$ cat config.mk
export PLATFORM = sky130hd
export DESIGN_NAME = servo_io_function_logic
export DESIGN_NICKNAME = d
export VERILOG_FILES = /design/src/verilog/servo_io_pkg.sv /design/src/verilog/term_if.sv /design/src/verilog/term_cond.sv /design/src/verilog/servo_io_function_logic.sv
export VERILOG_INCLUDE_DIRS = /design/src /design/src/verilog
export SDC_FILE = /design/constraint.sdc
export NUM_CORES = 1
export LEC_CHECK = 0
export BUFFER_PORTS_ARGS = -buffer_cell sky130_fd_sc_hd__clkbuf_2
export CORE_MARGIN = 3
export CORE_UTILIZATION = 55
export DETAILED_ROUTE_END_ITERATION = 7
export PLACE_DENSITY = 0.85
export SETUP_SLACK_MARGIN = 0.05
export SKIP_LAST_GASP = 1
export SYNTH_ARGS = -nofsm -noshare
export SYNTH_HDL_FRONTEND = slang
export SYNTH_SLANG_ARGS = --single-unit
$ cat constraint.sdc
create_clock -name core_clk -period 6.2 [get_ports core_clk]
set_input_delay 0.93 -clock core_clk [delete_from_list [all_inputs] [get_ports core_clk]]
set_output_delay 0.93 -clock core_clk [all_outputs]
set_load 0.02 [all_outputs]
$ cat src/verilog/servo_io_map.svh
`ifndef SERVO_IO_MAP_SVH
`define SERVO_IO_MAP_SVH
// ****************************************
// terminal active-logic codes
// ****************************************
`define CODE_LOW 3'h0
`define CODE_HIGH 3'h1
`define CODE_RISE 3'h2
`define CODE_FALL 3'h3
`define CODE_BOTH 3'h4
// ****************************************
// override kinds for a terminal conditioner
// ****************************************
`define FORCE_NONE 2'h0
`define FORCE_LEVEL 2'h1
`define FORCE_EDGE 2'h2
// ****************************************
// mode selector values
// ****************************************
`define SPD_LIMIT_SRC_TERMINAL 3'h2
`define PULSE_SRC_PULSE_INPUT 2'h0
// ****************************************
// halt state codes, one-hot
// ****************************************
`define HALT_RUN_CODE 3'h1
`define HALT_STOP_CODE 3'h2
`define HALT_LOCK_CODE 3'h4
`endif

$ cat src/verilog/servo_io_pkg.sv
`include "servo_io_map.svh"
package servo_io_pkg;
   // active-logic setting of one terminal
   typedef logic [2:0] logic_code_t;
   // emergency halt sequence
   typedef enum logic [2:0] {
      HALT_RUN = `HALT_RUN_CODE,
      HALT_STOP = `HALT_STOP_CODE,
      HALT_LOCK = `HALT_LOCK_CODE
   } halt_state_t;
endpackage : servo_io_pkg

$ cat src/verilog/term_if.sv
`timescale 1ns/100ps
// conditioned view of one digital terminal
interface term_if;
   servo_io_pkg::logic_code_t code_eff; // logic setting after override
   logic level; // active for level settings
   logic pulse; // one cycle on an active edge
   modport drv (output code_eff, output level, output pulse);
   modport sink (input code_eff, input level, input pulse);
endinterface : term_if

$ cat src/verilog/term_cond.sv
`timescale 1ns/100ps
`include "servo_io_map.svh"
// ****************************************
// terminal conditioner: sync, override, detect
// ****************************************
module term_cond #(
   parameter logic [1:0] FORCE_KIND = `FORCE_NONE
) (
   input wire logic core_clk,
   input wire logic nrst,
   input wire logic clk_en,
   input wire logic term_raw,
   input wire servo_io_pkg::logic_code_t code_cfg,
   term_if.drv tio
);
   logic s1_q; // first sync stage, read by s2 only
   logic s2_q; // synchronised level
   logic s3_q; // previous synchronised level
   servo_io_pkg::logic_code_t eff; // overridden setting

   // two-stage synchroniser plus history flop
   always_ff @(posedge core_clk or negedge nrst) begin
      if (!nrst) begin
         s1_q <= 1'b0;
         s2_q <= 1'b0;
         s3_q <= 1'b0;
      end else if (clk_en) begin
         s1_q <= term_raw;
         s2_q <= s1_q;
         s3_q <= s2_q;
      end
   end

   // forced rewrite of the logic setting
   always_comb begin
      eff = code_cfg;
      if (FORCE_KIND == `FORCE_LEVEL) begin
         // edge settings become levels
         if (code_cfg == `CODE_RISE) begin
            eff = `CODE_HIGH;
         end else if (code_cfg == `CODE_FALL || code_cfg == `CODE_BOTH) begin
            eff = `CODE_LOW;
         end
      end else if (FORCE_KIND == `FORCE_EDGE) begin
         // level settings become edges
         if (code_cfg == `CODE_HIGH) begin
            eff = `CODE_RISE;
         end else if (code_cfg == `CODE_LOW) begin
            eff = `CODE_FALL;
         end
      end
   end

   // level and edge evaluation on synchronised samples
   always_comb begin
      tio.code_eff = eff;
      tio.level = 1'b0;
      tio.pulse = 1'b0;
      case (eff)
         `CODE_LOW: tio.level = ~s2_q;
         `CODE_HIGH: tio.level = s2_q;
         `CODE_RISE: tio.pulse = s2_q & ~s3_q;
         `CODE_FALL: tio.pulse = ~s2_q & s3_q;
         `CODE_BOTH: tio.pulse = s2_q ^ s3_q;
         default: tio.level = 1'b0; // unused codes never act
      endcase
   end
endmodule : term_cond

$ cat src/verilog/servo_io_function_logic.sv
// Summary of operation
// - home switch edge settings forced to levels
// - halt input stops, then locks position
// - deviation clear level settings forced to edges
// - clear edge zeroes accumulated position deviation
// - terminal picks negated speed limit parameter
// - pulse block ignores pulses in pulse mode
// - ready only when servo-on can be accepted
// - ready off on class 1/2 fault, halt
// - rotation output when speed exceeds threshold
// - direction select keeps or inverts position reference
`timescale 1ns/100ps
`include "servo_io_map.svh"
module servo_io_function_logic #(
   parameter int SPEED_W = 16,
   parameter int DEV_W = 32,
   parameter int REF_W = 32
) (
   input wire logic core_clk,
   input wire logic nrst,
   input wire logic clk_en,
   input wire logic position_direction_select,
   input wire servo_io_pkg::logic_code_t position_direction_code,
   input wire logic homing_switch_input,
   input wire servo_io_pkg::logic_code_t homing_switch_code,
   input wire logic emergency_halt_input,
   input wire servo_io_pkg::logic_code_t emergency_halt_code,
   input wire logic deviation_clear_input,
   input wire servo_io_pkg::logic_code_t deviation_clear_code,
   input wire logic speed_limit_source_select,
   input wire servo_io_pkg::logic_code_t speed_limit_source_code,
   input wire logic pulse_input_block,
   input wire servo_io_pkg::logic_code_t pulse_input_block_code,
   input wire logic [2:0] speed_limit_source_mode,
   input wire logic signed [SPEED_W-1:0] speed_limit_first,
   input wire logic signed [SPEED_W-1:0] speed_limit_second,
   input wire logic position_mode,
   input wire logic [1:0] position_ref_source,
   input wire logic pulse_step_in,
   input wire logic signed [REF_W-1:0] position_ref_in,
   input wire logic signed [DEV_W-1:0] deviation_delta,
   input wire logic servo_on_possible,
   input wire logic fault_class1,
   input wire logic fault_class2,
   input wire logic signed [SPEED_W-1:0] motor_speed,
   input wire logic [SPEED_W-1:0] rotation_threshold,
   output logic signed [REF_W-1:0] position_ref_out_q,
   output logic homing_triggered_q,
   output logic halt_decel_q,
   output logic position_lock_q,
   output logic signed [DEV_W-1:0] deviation_accum_q,
   output logic deviation_cleared_q,
   output logic signed [SPEED_W-1:0] internal_speed_limit_q,
   output logic speed_limit_from_terminal_q,
   output logic pulse_accept_q,
   output logic servo_ready_q,
   output logic motor_rotating_output
);
   // ****************************************
   // terminal conditioning
   // ****************************************
   term_if dir_if (); // position direction select
   term_if home_if (); // homing switch
   term_if halt_if (); // emergency halt
   term_if dev_if (); // deviation clear
   term_if lim_if (); // speed limit source select
   term_if blk_if (); // pulse input block

   term_cond #(.FORCE_KIND(`FORCE_NONE)) u_dir (
      .core_clk(core_clk), .nrst(nrst), .clk_en(clk_en),
      .term_raw(position_direction_select), .code_cfg(position_direction_code),
      .tio(dir_if.drv)
   );
   term_cond #(.FORCE_KIND(`FORCE_LEVEL)) u_home (
      .core_clk(core_clk), .nrst(nrst), .clk_en(clk_en),
      .term_raw(homing_switch_input), .code_cfg(homing_switch_code),
      .tio(home_if.drv)
   );
   term_cond #(.FORCE_KIND(`FORCE_NONE)) u_halt (
      .core_clk(core_clk), .nrst(nrst), .clk_en(clk_en),
      .term_raw(emergency_halt_input), .code_cfg(emergency_halt_code),
      .tio(halt_if.drv)
   );
   term_cond #(.FORCE_KIND(`FORCE_EDGE)) u_dev (
      .core_clk(core_clk), .nrst(nrst), .clk_en(clk_en),
      .term_raw(deviation_clear_input), .code_cfg(deviation_clear_code),
      .tio(dev_if.drv)
   );
   term_cond #(.FORCE_KIND(`FORCE_NONE)) u_lim (
      .core_clk(core_clk), .nrst(nrst), .clk_en(clk_en),
      .term_raw(speed_limit_source_select), .code_cfg(speed_limit_source_code),
      .tio(lim_if.drv)
   );
   term_cond #(.FORCE_KIND(`FORCE_NONE)) u_blk (
      .core_clk(core_clk), .nrst(nrst), .clk_en(clk_en),
      .term_raw(pulse_input_block), .code_cfg(pulse_input_block_code),
      .tio(blk_if.drv)
   );

   // ****************************************
   // emergency halt sequence
   // ****************************************
   servo_io_pkg::halt_state_t state_q; // halt state
   servo_io_pkg::halt_state_t state_d; // next halt state
   logic [SPEED_W-1:0] spd_abs; // magnitude of measured speed

   // speed magnitude, minimum value maps to its unsigned weight
   assign spd_abs = motor_speed[SPEED_W-1] ? (~motor_speed + 1'b1) : motor_speed;

   // next state of the halt sequence
   always_comb begin
      state_d = state_q;
      case (state_q)
         servo_io_pkg::HALT_RUN: begin
            if (halt_if.level) begin
               state_d = servo_io_pkg::HALT_STOP;
            end
         end
         servo_io_pkg::HALT_STOP: begin
            if (!halt_if.level) begin
               state_d = servo_io_pkg::HALT_RUN;
            end else if (!motor_rotating_output) begin
               state_d = servo_io_pkg::HALT_LOCK;
            end
         end
         servo_io_pkg::HALT_LOCK: begin
            if (!halt_if.level) begin
               state_d = servo_io_pkg::HALT_RUN;
            end
         end
         default: state_d = servo_io_pkg::HALT_RUN; // recover from bad code
      endcase
   end

   // halt state register and its decoded outputs
   always_ff @(posedge core_clk or negedge nrst) begin
      if (!nrst) begin
         state_q <= servo_io_pkg::HALT_RUN;
         halt_decel_q <= 1'b0;
         position_lock_q <= 1'b0;
      end else if (clk_en) begin
         state_q <= state_d;
         halt_decel_q <= (state_d == servo_io_pkg::HALT_STOP);
         position_lock_q <= (state_d == servo_io_pkg::HALT_LOCK);
      end
   end

   // ****************************************
   // status outputs
   // ****************************************
   // ready and rotation flags
   always_ff @(posedge core_clk or negedge nrst) begin
      if (!nrst) begin
         servo_ready_q <= 1'b0;
         motor_rotating_output <= 1'b0;
         homing_triggered_q <= 1'b0;
      end else if (clk_en) begin
         // ready blocked by faults and halt
         servo_ready_q <= servo_on_possible & ~fault_class1 & ~fault_class2
                          & ~halt_if.level;
         motor_rotating_output <= (spd_abs > rotation_threshold);
         homing_triggered_q <= home_if.level;
      end
   end

   // ****************************************
   // position path
   // ****************************************
   // deviation accumulator with edge clear
   always_ff @(posedge core_clk or negedge nrst) begin
      if (!nrst) begin
         deviation_accum_q <= '0;
         deviation_cleared_q <= 1'b0;
      end else if (clk_en) begin
         deviation_cleared_q <= dev_if.pulse;
         if (dev_if.pulse) begin
            deviation_accum_q <= '0;
         end else begin
            deviation_accum_q <= deviation_accum_q + deviation_delta;
         end
      end
   end

   // reference direction and pulse gating
   always_ff @(posedge core_clk or negedge nrst) begin
      if (!nrst) begin
         position_ref_out_q <= '0;
         pulse_accept_q <= 1'b0;
      end else if (clk_en) begin
         // inactive select inverts the given direction
         position_ref_out_q <= dir_if.level ? position_ref_in : -position_ref_in;
         // block applies only in position mode on pulse source
         pulse_accept_q <= pulse_step_in & ~(position_mode & blk_if.level
                           & (position_ref_source == `PULSE_SRC_PULSE_INPUT));
      end
   end

   // ****************************************
   // internal speed limit source
   // ****************************************
   // active terminal picks first parameter, inactive the second
   always_ff @(posedge core_clk or negedge nrst) begin
      if (!nrst) begin
         internal_speed_limit_q <= '0;
         speed_limit_from_terminal_q <= 1'b0;
      end else if (clk_en) begin
         if (speed_limit_source_mode == `SPD_LIMIT_SRC_TERMINAL) begin
            speed_limit_from_terminal_q <= 1'b1;
            internal_speed_limit_q <= lim_if.level ? -speed_limit_first
                                                   : -speed_limit_second;
         end else begin
            speed_limit_from_terminal_q <= 1'b0;
            internal_speed_limit_q <= '0;
         end
      end
   end
endmodule : servo_io_function_logic

* Word level (Yosys, flattened, before mapping)
Cells that the tools add are included.
** Word-level totals
- Register bits :: 104
- Input bits :: 165
- Output and inout bits :: 88
- Word-level logic and storage cells :: 99
** Cells by class
- Add/sub/neg operators :: 5
- Magnitude comparators :: 1
- Equality and inequality tests :: 18
- Muxes and demuxes :: 21
- Bitwise operators :: 21
- Reduce and logical (&&, ||, !) cells :: 8
** Operators by type and width (count)
- 32-bit two-way mux :: 2
- 16-bit two-way mux :: 3
- 32-bit adder :: 1
- 16-bit negator :: 2
- 32-bit negator :: 1
- 3-bit two-way mux :: 8
- 3-bit by 1-bit equality test with 1-bit output (second input constant) :: 7
- 3-bit by 2-bit equality test with 1-bit output (second input constant) :: 7
- 3-bit logical NOT :: 6
- 16-bit by 1-bit adder with 16-bit output (second input constant) :: 1
- 16-bit greater-than comparator :: 1
- 16-bit NOT :: 1
- 3-bit equality test (second input constant) :: 4
- 1-bit NOT :: 11
- 1-bit one-hot mux with 2 select lines :: 5
- 3-bit one-hot mux with 3 select lines :: 1
- 1-bit AND :: 8
- 1-bit one-hot mux with 3 select lines :: 1
- 2-bit logical NOT :: 1
- 1-bit logical OR :: 1
- 1-bit two-way mux :: 1
- 1-bit XOR :: 1

* Depth between registers and ports, before layout
Gate-level depths: netlist (run 1).
- Depth after elaboration :: 6
- Mapped depth :: 15
- Gate-level depth less buffers :: 15

* By module
A second synthesis (run 1) with hierarchy kept.
** Second synthesis, totals
- Cells, all modules :: 942
- Area total of the unflattened synthesis :: 8244.2 µm²
** Modules (own cells, without submodules)
- servo_io_function_logic :: instances 1, cells each 821, area each 7068.0 µm², seq. area each 2278.4 µm²
- term_cond at u_blk ... :: instances 4, cells each 21, area each 205.2 µm², seq. area each 75.1 µm²
- term_cond at u_dev :: instances 1, cells each 21, area each 198.9 µm², seq. area each 75.1 µm²
- term_cond at u_home :: instances 1, cells each 16, area each 156.4 µm², seq. area each 50.0 µm²

* Worst setup path before layout (run 1)
OpenSTA, ideal clock, no wires.
- Kind :: in2reg
- From :: in deviation_delta[0]
- To :: reg deviation_accum_q[30]
- Setup time :: 142 ps
- Arrival time :: 3263 ps
- Data required time :: 6058 ps
- Slack :: 2795 ps
- Stages :: 10
- Path buffers :: 0
- Cell sequence :: ha_1 > fa_1 > a21o_1 > a221oi_1 > o311a_1 > o21ai_2 > a31o_2 > a211oi_1 > a2111o_1 > o221ai_1
** Between the ends
- Longest elaborated chain between the ends :: 2
** Ends and longest elaborated chain
- from (decl) :: RTL line servo_io_function_logic.sv:41 : input wire logic signed [DEV_W-1:0] deviation_delta,
- 32-bit adder :: RTL line servo_io_function_logic.sv:179 : deviation_accum_q <= deviation_accum_q + deviation_delta;
- 32-bit two-way mux :: RTL line servo_io_function_logic.sv:176 : if (dev_if.pulse) begin
- to (signal assigned) :: RTL line servo_io_function_logic.sv:179
- to (decl) :: RTL line servo_io_function_logic.sv:51 : output logic signed [DEV_W-1:0] deviation_accum_q,
No other way between the ends.
A chain may end at the register's enable or synchronous reset.

* Final worst setup path (run 1)
Ends and elaborated chain as after synthesis.

==> tab_implementation.tex, run 1 <==
\begin{tabular}{lr}
\hline
Metric & Value \\
\hline
\multicolumn{2}{l}{\textbf{Cells and area}} \\
Net total in the final layout & 1357 \\
Layout cells sized above 1 & 26.5\% \\
Area delta synth->final & 21.6\% \\
Commonest cells after routing, fill and taps aside & clkbuf\_2, dfrtp\_1, a21oi\_1, inv\_1, nor2\_1 \\
Commonest non-fill, non-tap cell in the layout & clkbuf\_2 \\
Area of combinational cells with multiple inputs & 4620 um2 \\
Final Cell Area & 9370 um2 \\
\# diodes & 0 \\
Storage element area & between 2000 and 3000 um2 \\
Fill cell count & roughly 1100 \\
\multicolumn{2}{l}{\textbf{Setup path}} \\
Worst setup EP type & flop \\
End of the critical path & deviation\_accum\_q[30]\$\_DFFE\_PN0P\_ \\
Data arrival time at the worst-slack endpoint & 3840 ps \\
Class of the most critical setup path & input pin to flop \\
Startpoint of the most critical register-to-register path & deviation\_accum\_q[0]\$\_DFFE\_PN0P\_ \\
Maximum fanout along the worst path & 5 \\
Reg2Reg Setup Slack & 2830 ps \\
Destination of the worst register-to-register timing path & deviation\_accum\_q[30]\$\_DFFE\_PN0P\_ \\
Required time at the worst-slack endpoint & 6400 ps \\
Nature of the critical path startpoint & input pin \\
Length in cells of the worst reg-to-reg path & 10 \\
Beginning of the critical path & deviation\_delta[0] \\
\multicolumn{2}{l}{\textbf{Die}} \\
Full die area & approximately 15000 um2 \\
Number of placement rows & 42 \\
Placeable core area & 13500 um2 \\
Die outline width & 124 um \\
Starting density of the core & 57.3\% \\
\# IOs & around 250 \\
Vert. Die Dim & approximately 120 um \\
\multicolumn{2}{l}{\textbf{CTS}} \\
Clock insertion delay at the later pin of the skew report & 350 ps \\
Hold\_buf cts & 0 \\
CTS sink cnt & 104 \\
Clock slew at reported path FFs & 70 ps \\
CTS tree & built \\
Maximum clock path buffer count & 2 \\
CTS Root Cell & clkbuf\_16 \\
Count of buffers added by post-CTS timing repair for setup & 0 \\
Number of levels in the clock H-tree & 3 \\
Cells resized by post-CTS repair & 0 \\
Number of buffers added by the clock tree synthesis step & 9 \\
\multicolumn{2}{l}{\textbf{Power and ir drop}} \\
Total leakage power & 0.00465 uW \\
Register share of total power & between 20\% and 30\% \\
Net switching fraction of the power & $\sim$43\% \\
Power Density & 342 nW/um2 \\
Int Pwr & 1830 uW \\
Clock network fraction of design power & between 10\% and 20\% \\
Peak supply drop & 0.164 mV \\
Relative contribution of combinational cells to total power & 51.6\% \\
Sw Pwr & 1370 uW \\
\multicolumn{2}{l}{\textbf{Synth}} \\
FFs w/ async S/R, synth & between 90\% and 100\% \\
Synth area leader & dfrtp\_1 \\
Number of standard cells after synthesis & 915 \\
Synthesized Nets & roughly 1100 \\
Synth Register Bits & 104 \\
Area fraction of the dominant cell type after synthesis & roughly a third \\
Post-synth EDFFs & 0 \\
Total number of yosys warnings & 0 \\
Primary FF master, synth & dfrtp\_1 \\
Part of the Yosys area used for sequential elements & 33.8\% \\
Avg Synthesized Cell Area & 8.42 um2 \\
Distinct cell type count of the synthesized netlist & 64 \\
Area of the mapped netlist & 7700 um2 \\
Top cells by area, synth & dfrtp\_1, ha\_1, xnor2\_1, a21oi\_1, xor2\_1 \\
\multicolumn{2}{l}{\textbf{Global routing}} \\
Via count of the first global-routing pass & 7215 \\
Pin count of the biggest net entering global routing & 81 \\
GR Overflow Total & 0 \\
Global-route wire length before repair & 33.9 mm \\
Total Routing Usage GR & 25.9\% \\
Antenna violations before repair & 0 \\
\multicolumn{2}{l}{\textbf{Timing}} \\
Slew at the pin with the worst max-slew slack & about 920 ps \\
Setup ws final & 2560 ps \\
Peak Freq & 275 MHz \\
Number of hold violations in the final report & 0 \\
Minimum period implied by the final worst setup slack & around 3600 ps \\
Number of slew-limit violations in the final report & 0 \\
Final clock period utilization by the worst path & 58.7\% \\
Final setup fails & 0 \\
Worst Clk Skew & 10.8 ps \\
Worst slew margin & 39.0\% \\
Final total negative setup slack & 0 ps \\
RSZ-0062 raised after global routing & false \\
\multicolumn{2}{l}{\textbf{Drt}} \\
Detail-routed via count per cell & 5.64 \\
Post-Route WL & a little over 20 mm \\
First DRT Iteration DRCs & between 500 and 600 \\
DRC viols & 0 \\
DR WL/cell & 15.4 um \\
Initial DRT Pass Iterations & 5 \\
Residual antenna-violating net count after detailed routing & 0 \\
Via count & 7443 \\
\multicolumn{2}{l}{\textbf{Place}} \\
Instance area after placement & 9050 um2 \\
Port-buffer cells & 252 \\
Worst setup timing slack at the placement stage & 2330 ps \\
Last weighted congestion value of the routability-driven placer & 0.954 \\
Post-DP HPWL & 15.5 mm \\
\multicolumn{2}{l}{\textbf{Run}} \\
Max cap viols & 0 \\
\multicolumn{2}{l}{\textbf{Run status}} \\
Result of the run & completed \\
\multicolumn{2}{l}{\textbf{Min path}} \\
Min-delay worst type & flop to flop \\
\hline
\end{tabular}
## layout make-up
type / instances / area share (%)
clock inverters: 6 / 0.775
flip-flops and latches: 104 / 27.8
inverters: 85 / 3.41
clock buffers: 10 / 2.55
multi-input cells: 682 / 49.3
well taps: 176 / 2.35
repair buffers: 256 / 13.8
## routing by layer
| metal | share of wire (%) | up-vias | GRT usage (%) | routed length [um] |
|---|---|---|---|---|
| met5 | 0 | - | 0 | 0 |
| met3 | 6.9 | 39 | 5.87 | 1400 |
| li1 | - | 3689 | - | - |
| met4 | 2.8 | 0 | 9.35 | 563 |
| met1 | 41 | 3430 | 32.0 | 8400 |
| met2 | 49 | 285 | 44.4 | 9980 |
## cell usage after synthesis, types with 3 or more instances
library cell,number
a211oi_1,5
a21o_1,22
ha_1,53
or3_1,3
dfrtp_1,103
mux2_2,13
inv_1,85
o41ai_1,5
or4_1,8
a31o_2,4
nor2_1,79
xnor2_1,57
a21oi_1,88
o31ai_1,9
nand2b_1,9
o211ai_1,3
nand4_1,13
nor3_1,18
and2_1,3
nand2_1,56
or4_4,4
and3_1,3
clkbuf_1,36
nand3_1,27
xor2_1,44
o21ai_0,53
o22ai_1,33
buf_1,7
nor2b_1,10
mux2i_1,3
a31oi_1,8
nor4_1,11
## power by group through the flow
stage / sequential (uW) / combinational (uW) / clock (uW)
after detailed placement: 963 / 1620 / 0
after global placement: 959 / 1590 / 0
after CTS: 952 / 1640 / 612
after global routing: 973 / 1820 / 634
final: 952 / 1650 / 595
after floorplan: 1100 / 1020 / 0
## state kept, by name, summed over array words and instances (netlist names), 3 cells and up
register and flops:
position_ref_out_q 32, state_q 3, internal_speed_limit_q 16, deviation_accum_q 32
## worst max-delay path: stages
cell and delay [ps]:
clkbuf_2 80, ha_1 230, fa_1 420, a21o_1 200
a221oi_1 450, o311a_1 310, o21ai_2 120, a31o_2 250
a211oi_1 500, a2111o_1 240, o221ai_1 110
## kinds of logic after synthesis
kind of cell	after synthesis	share of synthesized area (%)
mux	16	2.29
buf+inv	129	6.30
fa+ha+maj	54	8.87
compound gates	254	20.3
xor+xnor	101	11.5
simple gates	257	17.0
flops	104	33.8
## per-stage QoR
stage / hold WS [ps] / util [%] / instances / power, uW
detailed placement: 477 / 67.3 / 1303 / 2590
global placement: 474 / 67.3 / 1303 / 2550
global route: 521 / 69.6 / 1319 / 3430
finish: 485 / 69.6 / 1319 / 3200
CTS: 492 / 69.6 / 1319 / 3200
floorplan: 449 / - / 915 / 2130
## worst min path at each step
stage,startpoint,depth (start not counted),to,slack [ps]
2_1_floorplan,u_dev.s1_q$_DFFE_PN0P_,2,u_dev.s2_q$_DFFE_PN0P_,450
3_3_place_gp,u_dev.s1_q$_DFFE_PN0P_,2,u_dev.s2_q$_DFFE_PN0P_,470
3_5_place_dp,u_dev.s1_q$_DFFE_PN0P_,2,u_dev.s2_q$_DFFE_PN0P_,480
4_1_cts,u_dev.s1_q$_DFFE_PN0P_,2,u_dev.s2_q$_DFFE_PN0P_,490
5_1_grt,u_lim.s1_q$_DFFE_PN0P_,1,u_lim.s1_q$_DFFE_PN0P_,520
6_report,u_dev.s1_q$_DFFE_PN0P_,2,u_dev.s2_q$_DFFE_PN0P_,490
Power figures use the tool's default switching activity.
==> run 2: changes to the inputs <==
--- a/config.mk
+++ b/config.mk
@@ -8,9 +8,9 @@
 export LEC_CHECK = 0
 export BUFFER_PORTS_ARGS = -buffer_cell sky130_fd_sc_hd__clkbuf_2
 export CORE_MARGIN = 3
-export CORE_UTILIZATION = 55
+export CORE_UTILIZATION = 52
 export DETAILED_ROUTE_END_ITERATION = 7
-export PLACE_DENSITY = 0.85
+export PLACE_DENSITY = 0.81
 export SETUP_SLACK_MARGIN = 0.05
 export SKIP_LAST_GASP = 1
 export SYNTH_ARGS = -nofsm -noshare
==> constraint.sdc (replaced) <==
create_clock -name core_clk -period 3.4 [get_ports core_clk]
set_input_delay 0.51 -clock core_clk [delete_from_list [all_inputs] [get_ports core_clk]]
set_output_delay 0.51 -clock core_clk [all_outputs]
set_load 0.02 [all_outputs]
==> tab_implementation.tex, run 2 (synthesis results as in run 1) <==
\begin{tabular}{lr}
\hline
Metric & Value \\
\hline
\multicolumn{2}{l}{\textbf{CTS}} \\
CTS sink cnt & 104 \\
Number of levels in the clock H-tree & 3 \\
Clock insertion delay at the later pin of the skew report & 360 ps \\
CTS Root Cell & clkbuf\_16 \\
CTS tree & built \\
Number of buffers added by the clock tree synthesis step & 9 \\
Maximum clock path buffer count & 2 \\
Clock slew at reported path FFs & 80 ps \\
Hold\_buf cts & 0 \\
Cells resized by post-CTS repair & 0 \\
Count of buffers added by post-CTS timing repair for setup & 0 \\
\multicolumn{2}{l}{\textbf{Die}} \\
Die outline width & $\sim$130 um \\
Full die area & 16300 um2 \\
\# IOs & 253 \\
Placeable core area & 14200 um2 \\
Vert. Die Dim & 128 um \\
Number of placement rows & 43 \\
Starting density of the core & 54.2\% \\
\multicolumn{2}{l}{\textbf{Place}} \\
Instance area after placement & between 9000 and 10000 um2 \\
Last weighted congestion value of the routability-driven placer & 0.949 \\
Post-DP HPWL & 16.0 mm \\
Port-buffer cells & between 200 and 300 \\
\multicolumn{2}{l}{\textbf{Setup path}} \\
Most repeated library cell on the critical path & buf\_4 \\
Destination of the worst register-to-register timing path & deviation\_accum\_q[26]\$\_DFFE\_PN0P\_ \\
Worst-path cell chain & ha\_1 -> fa\_1 -> a21o\_1 -> a221oi\_1 -> buf\_4 -> o311a\_1 -> o21ai\_2 -> a31o\_2 -> a211oi\_1 -> buf\_4 -> xor2\_1 -> o22ai\_1 \\
Class of the most critical setup path & flop to flop \\
Family with the most delay on the worst path & compound AO/OA/AOI/OAI gates \\
Worst setup EP type & flop \\
Required time at the worst-slack endpoint & 3610 ps \\
Data arrival time at the worst-slack endpoint & 3250 ps \\
End of the critical path & deviation\_accum\_q[26]\$\_DFFE\_PN0P\_ \\
Startpoint of the most critical register-to-register path & deviation\_accum\_q[0]\$\_DFFE\_PN0P\_ \\
Slowest stage cell on the critical path & fa\_1 \\
Beginning of the critical path & deviation\_accum\_q[0]\$\_DFFE\_PN0P\_ \\
Largest stage delay on the critical path & roughly 410 ps \\
Length in cells of the worst reg-to-reg path & 12 \\
Reg2Reg Setup Slack & 370 ps \\
Nature of the critical path startpoint & flop \\
Critical Path Stages & 12 \\
Maximum fanout along the worst path & 5 \\
Number of buffer and inverter instances along the worst setup path & 2 \\
\multicolumn{2}{l}{\textbf{Drt}} \\
Via count & 7530 \\
DRC viols & 0 \\
First DRT Iteration DRCs & 494 \\
Residual antenna-violating net count after detailed routing & 0 \\
Initial DRT Pass Iterations & 5 \\
DR WL/cell & around 16 um \\
Detail-routed via count per cell & 5.68 \\
Post-Route WL & 20.8 mm \\
\multicolumn{2}{l}{\textbf{Power and ir drop}} \\
Relative contribution of combinational cells to total power & 52.3\% \\
Int Pwr & 3280 uW \\
Sw Pwr & 2560 uW \\
Clock network fraction of design power & approximately 18\% \\
Register share of total power & between 20 and 30\% \\
Total leakage power & $\sim$0.0047 uW \\
Peak supply drop & around 0.29 mV \\
Net switching fraction of the power & 43.8\% \\
Power Density & 621 nW/um2 \\
\multicolumn{2}{l}{\textbf{Timing}} \\
Final clock period utilization by the worst path & approximately nine tenths \\
RSZ-0062 raised after global routing & false \\
Final total negative setup slack & 0 ps \\
Peak Freq & about 330 MHz \\
Number of hold violations in the final report & 0 \\
Number of slew-limit violations in the final report & 0 \\
Hold slack & just under 20 ps \\
Worst Clk Skew & 10.0 ps \\
Final setup fails & 0 \\
Worst slew margin & 39.4\% \\
Minimum period implied by the final worst setup slack & 3030 ps \\
Slew at the pin with the worst max-slew slack & 909 ps \\
\multicolumn{2}{l}{\textbf{Global routing}} \\
Via count of the first global-routing pass & 7276 \\
Total Routing Usage GR & 25.1\% \\
Global-route wire length before repair & approximately 34 mm \\
Antenna violations before repair & 0 \\
GR Overflow Total & 0 \\
Pin count of the biggest net entering global routing & about 100 \\
\multicolumn{2}{l}{\textbf{Cells and area}} \\
Net total in the final layout & 1360 \\
Commonest non-fill, non-tap cell in the layout & clkbuf\_2 \\
Largest registers in the final layout & deviation\_accum\_q x32, position\_ref\_out\_q x32, internal\_speed\_limit\_q x16 \\
Final Cell Area & 9400 um2 \\
Area of combinational cells with multiple inputs & 4620 um2 \\
Storage element area & 2600 um2 \\
Layout cells sized above 1 & 26.7\% \\
Final core occ & 66.2\% \\
Commonest cells after routing, fill and taps aside & clkbuf\_2, dfrtp\_1, a21oi\_1, inv\_1, nor2\_1 \\
Area delta synth->final & 22.1\% \\
Fill cell count & around 1200 \\
\# diodes & 0 \\
\multicolumn{2}{l}{\textbf{Run}} \\
Max cap viols & 0 \\
\multicolumn{2}{l}{\textbf{Min path}} \\
Min-delay worst type & input pin to async pin \\
\multicolumn{2}{l}{\textbf{Run status}} \\
Result of the run & completed \\
\hline
\end{tabular}
run 2: cell types whose count changed in the layout (fill, tap and decap cells not counted), sizes merged:
| cell | change |
|---|---|
| clkinv | +2 |
| clkbuf | -1 |
| inv | +1 |
| bufinv | -1 |
| buf | +3 |
| clkinvlp | -1 |
run 2: layout make-up:
| cell class | instances | area share, % |
|---|---|---|
| multi-input combinational | 682 | 49.1 |
| tap | 180 | 2.39 |
| clock inverter | 7 | 0.758 |
| clock buffer | 9 | 2.39 |
| inverter | 85 | 3.39 |
| timing repair buffer | 259 | 14.3 |
| sequential | 104 | 27.7 |
run 2: per-stage QoR:
stage               std cells  total power, uW  worst slack (ps)
finish                   1326             5840               367
global route             1326             6270               146
CTS                      1326             5850               379
detailed placement       1310             4760               215
global placement         1310             4700               220
floorplan                 915             3880               415
run 2: worst register-to-register path, stage by stage (launching register included):
cell,delay (ps)
dfrtp_1,400
ha_1,230
fa_1,410
a21o_1,200
a221oi_1,240
buf_4,170
o311a_1,230
o21ai_2,120
a31o_2,240
a211oi_1,230
buf_4,170
xor2_1,160
o22ai_1,90
run 2: worst min-delay path by stage:
stage,to,from,slack [ps],depth (start not counted)
2_1_floorplan,deviation_accum_q[0]$_DFFE_PN0P_,nrst,210,0
3_3_place_gp,pulse_accept_q$_DFFE_PN0P_,nrst,400,1
3_5_place_dp,pulse_accept_q$_DFFE_PN0P_,nrst,410,1
4_1_cts,pulse_accept_q$_DFFE_PN0P_,nrst,20,1
5_1_grt,pulse_accept_q$_DFFE_PN0P_,nrst,20,1
6_report,pulse_accept_q$_DFFE_PN0P_,nrst,20,1
run 2: power by group through the flow:
stage | Sequential, uW | Clock [uW] | Combinational (uW)
floorplan | 2010 | 0 | 1860
global placement | 1750 | 0 | 2950
detailed placement | 1760 | 0 | 3010
CTS | 1740 | 1080 | 3030
global route | 1770 | 1130 | 3370
finish | 1730 | 1050 | 3050
run 2: per-layer routing:
layer | part of all wire, % | track usage, % | vias to the layer above
li1 | - | - | 3676
met1 | 43 | 33.4 | 3502
met2 | 47 | 40.4 | 304
met3 | 7.3 | 6.17 | 48
met4 | 3.2 | 8.18 | 0
met5 | 0 | 0 | -
==> run 3: changes to the inputs <==
--- a/config.mk
+++ b/config.mk
@@ -6,9 +6,10 @@
 export SDC_FILE = /design/constraint.sdc
 export NUM_CORES = 1
 export LEC_CHECK = 0
-export BUFFER_PORTS_ARGS = -buffer_cell sky130_fd_sc_hd__clkbuf_2
+export BUFFER_PORTS_ARGS = -buffer_cell sky130_fd_sc_hd__buf_2
 export CORE_MARGIN = 3
 export CORE_UTILIZATION = 52
+export CTS_CLUSTER_DIAMETER = 200
 export DETAILED_ROUTE_END_ITERATION = 7
 export PLACE_DENSITY = 0.81
 export SETUP_SLACK_MARGIN = 0.05
==> constraint.sdc (replaced) <==
create_clock -name core_clk -period 3.4 [get_ports core_clk]
set_input_delay 0.17 -clock core_clk [delete_from_list [all_inputs] [get_ports core_clk]]
set_output_delay 0.17 -clock core_clk [all_outputs]
set_load 0.02 [all_outputs]
==> tab_implementation.tex, run 3 (synthesis results as in run 1) <==
\begin{tabular}{lr}
\hline
Metric & Value \\
\hline
\multicolumn{2}{l}{\textbf{CTS}} \\
Clock insertion delay at the later pin of the skew report & between 300 and 400 ps \\
CTS tree & built \\
Number of levels in the clock H-tree & 3 \\
Count of buffers added by post-CTS timing repair for setup & 0 \\
Clock slew at reported path FFs & about 80 ps \\
CTS Root Cell & clkbuf\_16 \\
Maximum clock path buffer count & 2 \\
Number of buffers added by the clock tree synthesis step & 9 \\
CTS sink cnt & 104 \\
\multicolumn{2}{l}{\textbf{Drt}} \\
Initial DRT Pass Iterations & 5 \\
DR WL/cell & 15.5 um \\
Via count & 7405 \\
First DRT Iteration DRCs & 410 \\
DRC viols & 0 \\
Detail-routed via count per cell & 5.58 \\
Post-Route WL & about 21 mm \\
Residual antenna-violating net count after detailed routing & 0 \\
\multicolumn{2}{l}{\textbf{Timing}} \\
Number of hold violations in the final report & 0 \\
Final clock period utilization by the worst path & 88.9\% \\
Slew at the pin with the worst max-slew slack & 909 ps \\
Worst slew margin & about two fifths \\
Final setup fails & 0 \\
RSZ-0062 raised after global routing & false \\
Number of slew-limit violations in the final report & 0 \\
Peak Freq & 331 MHz \\
Minimum period implied by the final worst setup slack & 3020 ps \\
Final total negative setup slack & 0 ps \\
Worst Clk Skew & around 8.3 ps \\
\multicolumn{2}{l}{\textbf{Global routing}} \\
Antenna violations before repair & 0 \\
Global-route wire length before repair & between 30 and 40 mm \\
GR Overflow Total & 0 \\
Total Routing Usage GR & 24.7\% \\
Pin count of the biggest net entering global routing & 102 \\
Via count of the first global-routing pass & 6958 \\
\multicolumn{2}{l}{\textbf{Cells and area}} \\
Commonest non-fill, non-tap cell in the layout & buf\_2 \\
Commonest cells after routing, fill and taps aside & buf\_2, dfrtp\_1, a21oi\_1, inv\_1, nor2\_1 \\
Largest registers in the final layout & deviation\_accum\_q x32, position\_ref\_out\_q x32, internal\_speed\_limit\_q x16 \\
Net total in the final layout & between 1000 and 1500 \\
\# diodes & 0 \\
Layout cells sized above 1 & 26.7\% \\
Non-filler instance count after layout & roughly 1300 \\
Fill cell count & 1247 \\
Area delta synth->final & 22.0\% \\
\multicolumn{2}{l}{\textbf{Setup path}} \\
Startpoint of the most critical register-to-register path & deviation\_accum\_q[0]\$\_DFFE\_PN0P\_ \\
Reg2Reg Setup Slack & 380 ps \\
End of the critical path & deviation\_accum\_q[28]\$\_DFFE\_PN0P\_ \\
Critical Path Stages & 10 \\
Nature of the critical path startpoint & flop \\
Class of the most critical setup path & flop to flop \\
Largest stage delay on the critical path & around 420 ps \\
Length in cells of the worst reg-to-reg path & 10 \\
Worst setup EP type & flop \\
Maximum fanout along the worst path & 5 \\
Required time at the worst-slack endpoint & 3650 ps \\
Destination of the worst register-to-register timing path & deviation\_accum\_q[28]\$\_DFFE\_PN0P\_ \\
Family with the most delay on the worst path & compound AO/OA/AOI/OAI gates \\
Worst-path cell chain & ha\_1 -> fa\_1 -> a21o\_1 -> a221oi\_1 -> o311a\_1 -> o21ai\_2 -> a31oi\_1 -> o41ai\_1 -> xor2\_1 -> a31o\_2 \\
Number of buffer and inverter instances along the worst setup path & 0 \\
Slowest stage cell on the critical path & fa\_1 \\
Beginning of the critical path & deviation\_accum\_q[0]\$\_DFFE\_PN0P\_ \\
Data arrival time at the worst-slack endpoint & 3280 ps \\
\multicolumn{2}{l}{\textbf{Power and ir drop}} \\
Power Density & 618 nW/um2 \\
Power consumption & 5810 uW \\
Peak supply drop & 0.267 mV \\
Total leakage power & 0.00464 uW \\
\multicolumn{2}{l}{\textbf{Die}} \\
Starting density of the core & between 50\% and 60\% \\
Full die area & 16300 um2 \\
\# IOs & 253 \\
Number of placement rows & 43 \\
Vert. Die Dim & about 130 um \\
Placeable core area & 14200 um2 \\
Die outline width & 128 um \\
\multicolumn{2}{l}{\textbf{Run}} \\
Max cap viols & 0 \\
\multicolumn{2}{l}{\textbf{Place}} \\
Number of cells after detailed placement & 1309 \\
Last weighted congestion value of the routability-driven placer & 0.916 \\
Port-buffer cells & 252 \\
Post-DP HPWL & 15.8 mm \\
\multicolumn{2}{l}{\textbf{Run status}} \\
Result of the run & completed \\
\multicolumn{2}{l}{\textbf{Min path}} \\
Min-delay worst type & input pin to flop \\
Worst Hold Depth & 2 \\
\hline
\end{tabular}
[run 3: changes by cell type in the layout (fill, tap and decap cells not counted)]
cell | before | now
clkbuf_2 | 250 | 0
buf_12 | 2 | 1
a211oi_2 | 0 | 1
buf_2 | 0 | 250
inv_8 | 1 | 4
clkinv_8 | 1 | 0
inv_6 | 3 | 2
dlygate4sd3_1 | 0 | 1
clkinvlp_4 | 0 | 1
clkinv_4 | 2 | 0
a211oi_1 | 5 | 4
[run 3: cell type report]
class                      instances  area (um2)  share of cell area [%]
clock buffer                       9         225                    2.40
clock inverter                     7        70.1                   0.746
inverter                          85         319                    3.40
multi-input combinational        682        4620                    49.2
sequential                       104        2600                    27.7
tap                              180         225                    2.40
timing repair buffer             259        1330                    14.2
[run 3: worst min-delay path by stage]
stage,start,end
2_1_floorplan,nrst,deviation_accum_q[0]$_DFFE_PN0P_
3_3_place_gp,nrst,deviation_accum_q[0]$_DFFE_PN0P_
3_5_place_dp,nrst,pulse_accept_q$_DFFE_PN0P_
4_1_cts,emergency_halt_input,u_halt.s1_q$_DFFE_PN0P_
5_1_grt,emergency_halt_input,u_halt.s1_q$_DFFE_PN0P_
6_report,emergency_halt_input,u_halt.s1_q$_DFFE_PN0P_
[run 3: worst reg2reg max path, stage by stage, from the launching register on]
cell and delay [ps]:
dfrtp_1 400, ha_1 230, fa_1 420, a21o_1 200, a221oi_1 370, o311a_1 290
o21ai_2 120, a31oi_1 330, o41ai_1 160, xor2_1 150, a31o_2 250
[run 3: timing repair]
| item | in CTS | in global routing |
|---|---|---|
| hold endpoints to repair | 56 | 0 |
| hold buffers | 1 | 0 |
| endpoints found under the setup margin | 0 | 1 |
| resized for setup | 0 | 1 |
[run 3: report_power, final]
| group | leakage, uW | total [uW] | switching [uW] | internal [uW] |
|---|---|---|---|---|
| Clock | 0.000144 | 1060 | 534 | 524 |
| Sequential | 0.00127 | 1720 | 213 | 1510 |
| Combinational | 0.00323 | 3030 | 1780 | 1250 |
[run 3: through the flow]
| step | worst slack (ps) | cell area [um2] | util (%) | hold WS [ps] |
|---|---|---|---|---|
| finish | 377 | 9400 | 66.2 | 38.8 |
| global route | 148 | 9400 | 66.2 | 24.0 |
| CTS | 229 | 9390 | 66.1 | 28.6 |
| detailed placement | 248 | 9090 | 64.0 | 302 |
| global placement | 371 | 9090 | 64.0 | 293 |
| floorplan | 447 | 7700 | - | -126 |
[run 3: metal layers]
layer  global-route usage [%]  part of all wire, %
met1                     31.3                   42
met3                     6.21                  6.6
met2                     41.8                   49
met4                     6.99                  2.4
met5                        0                    0
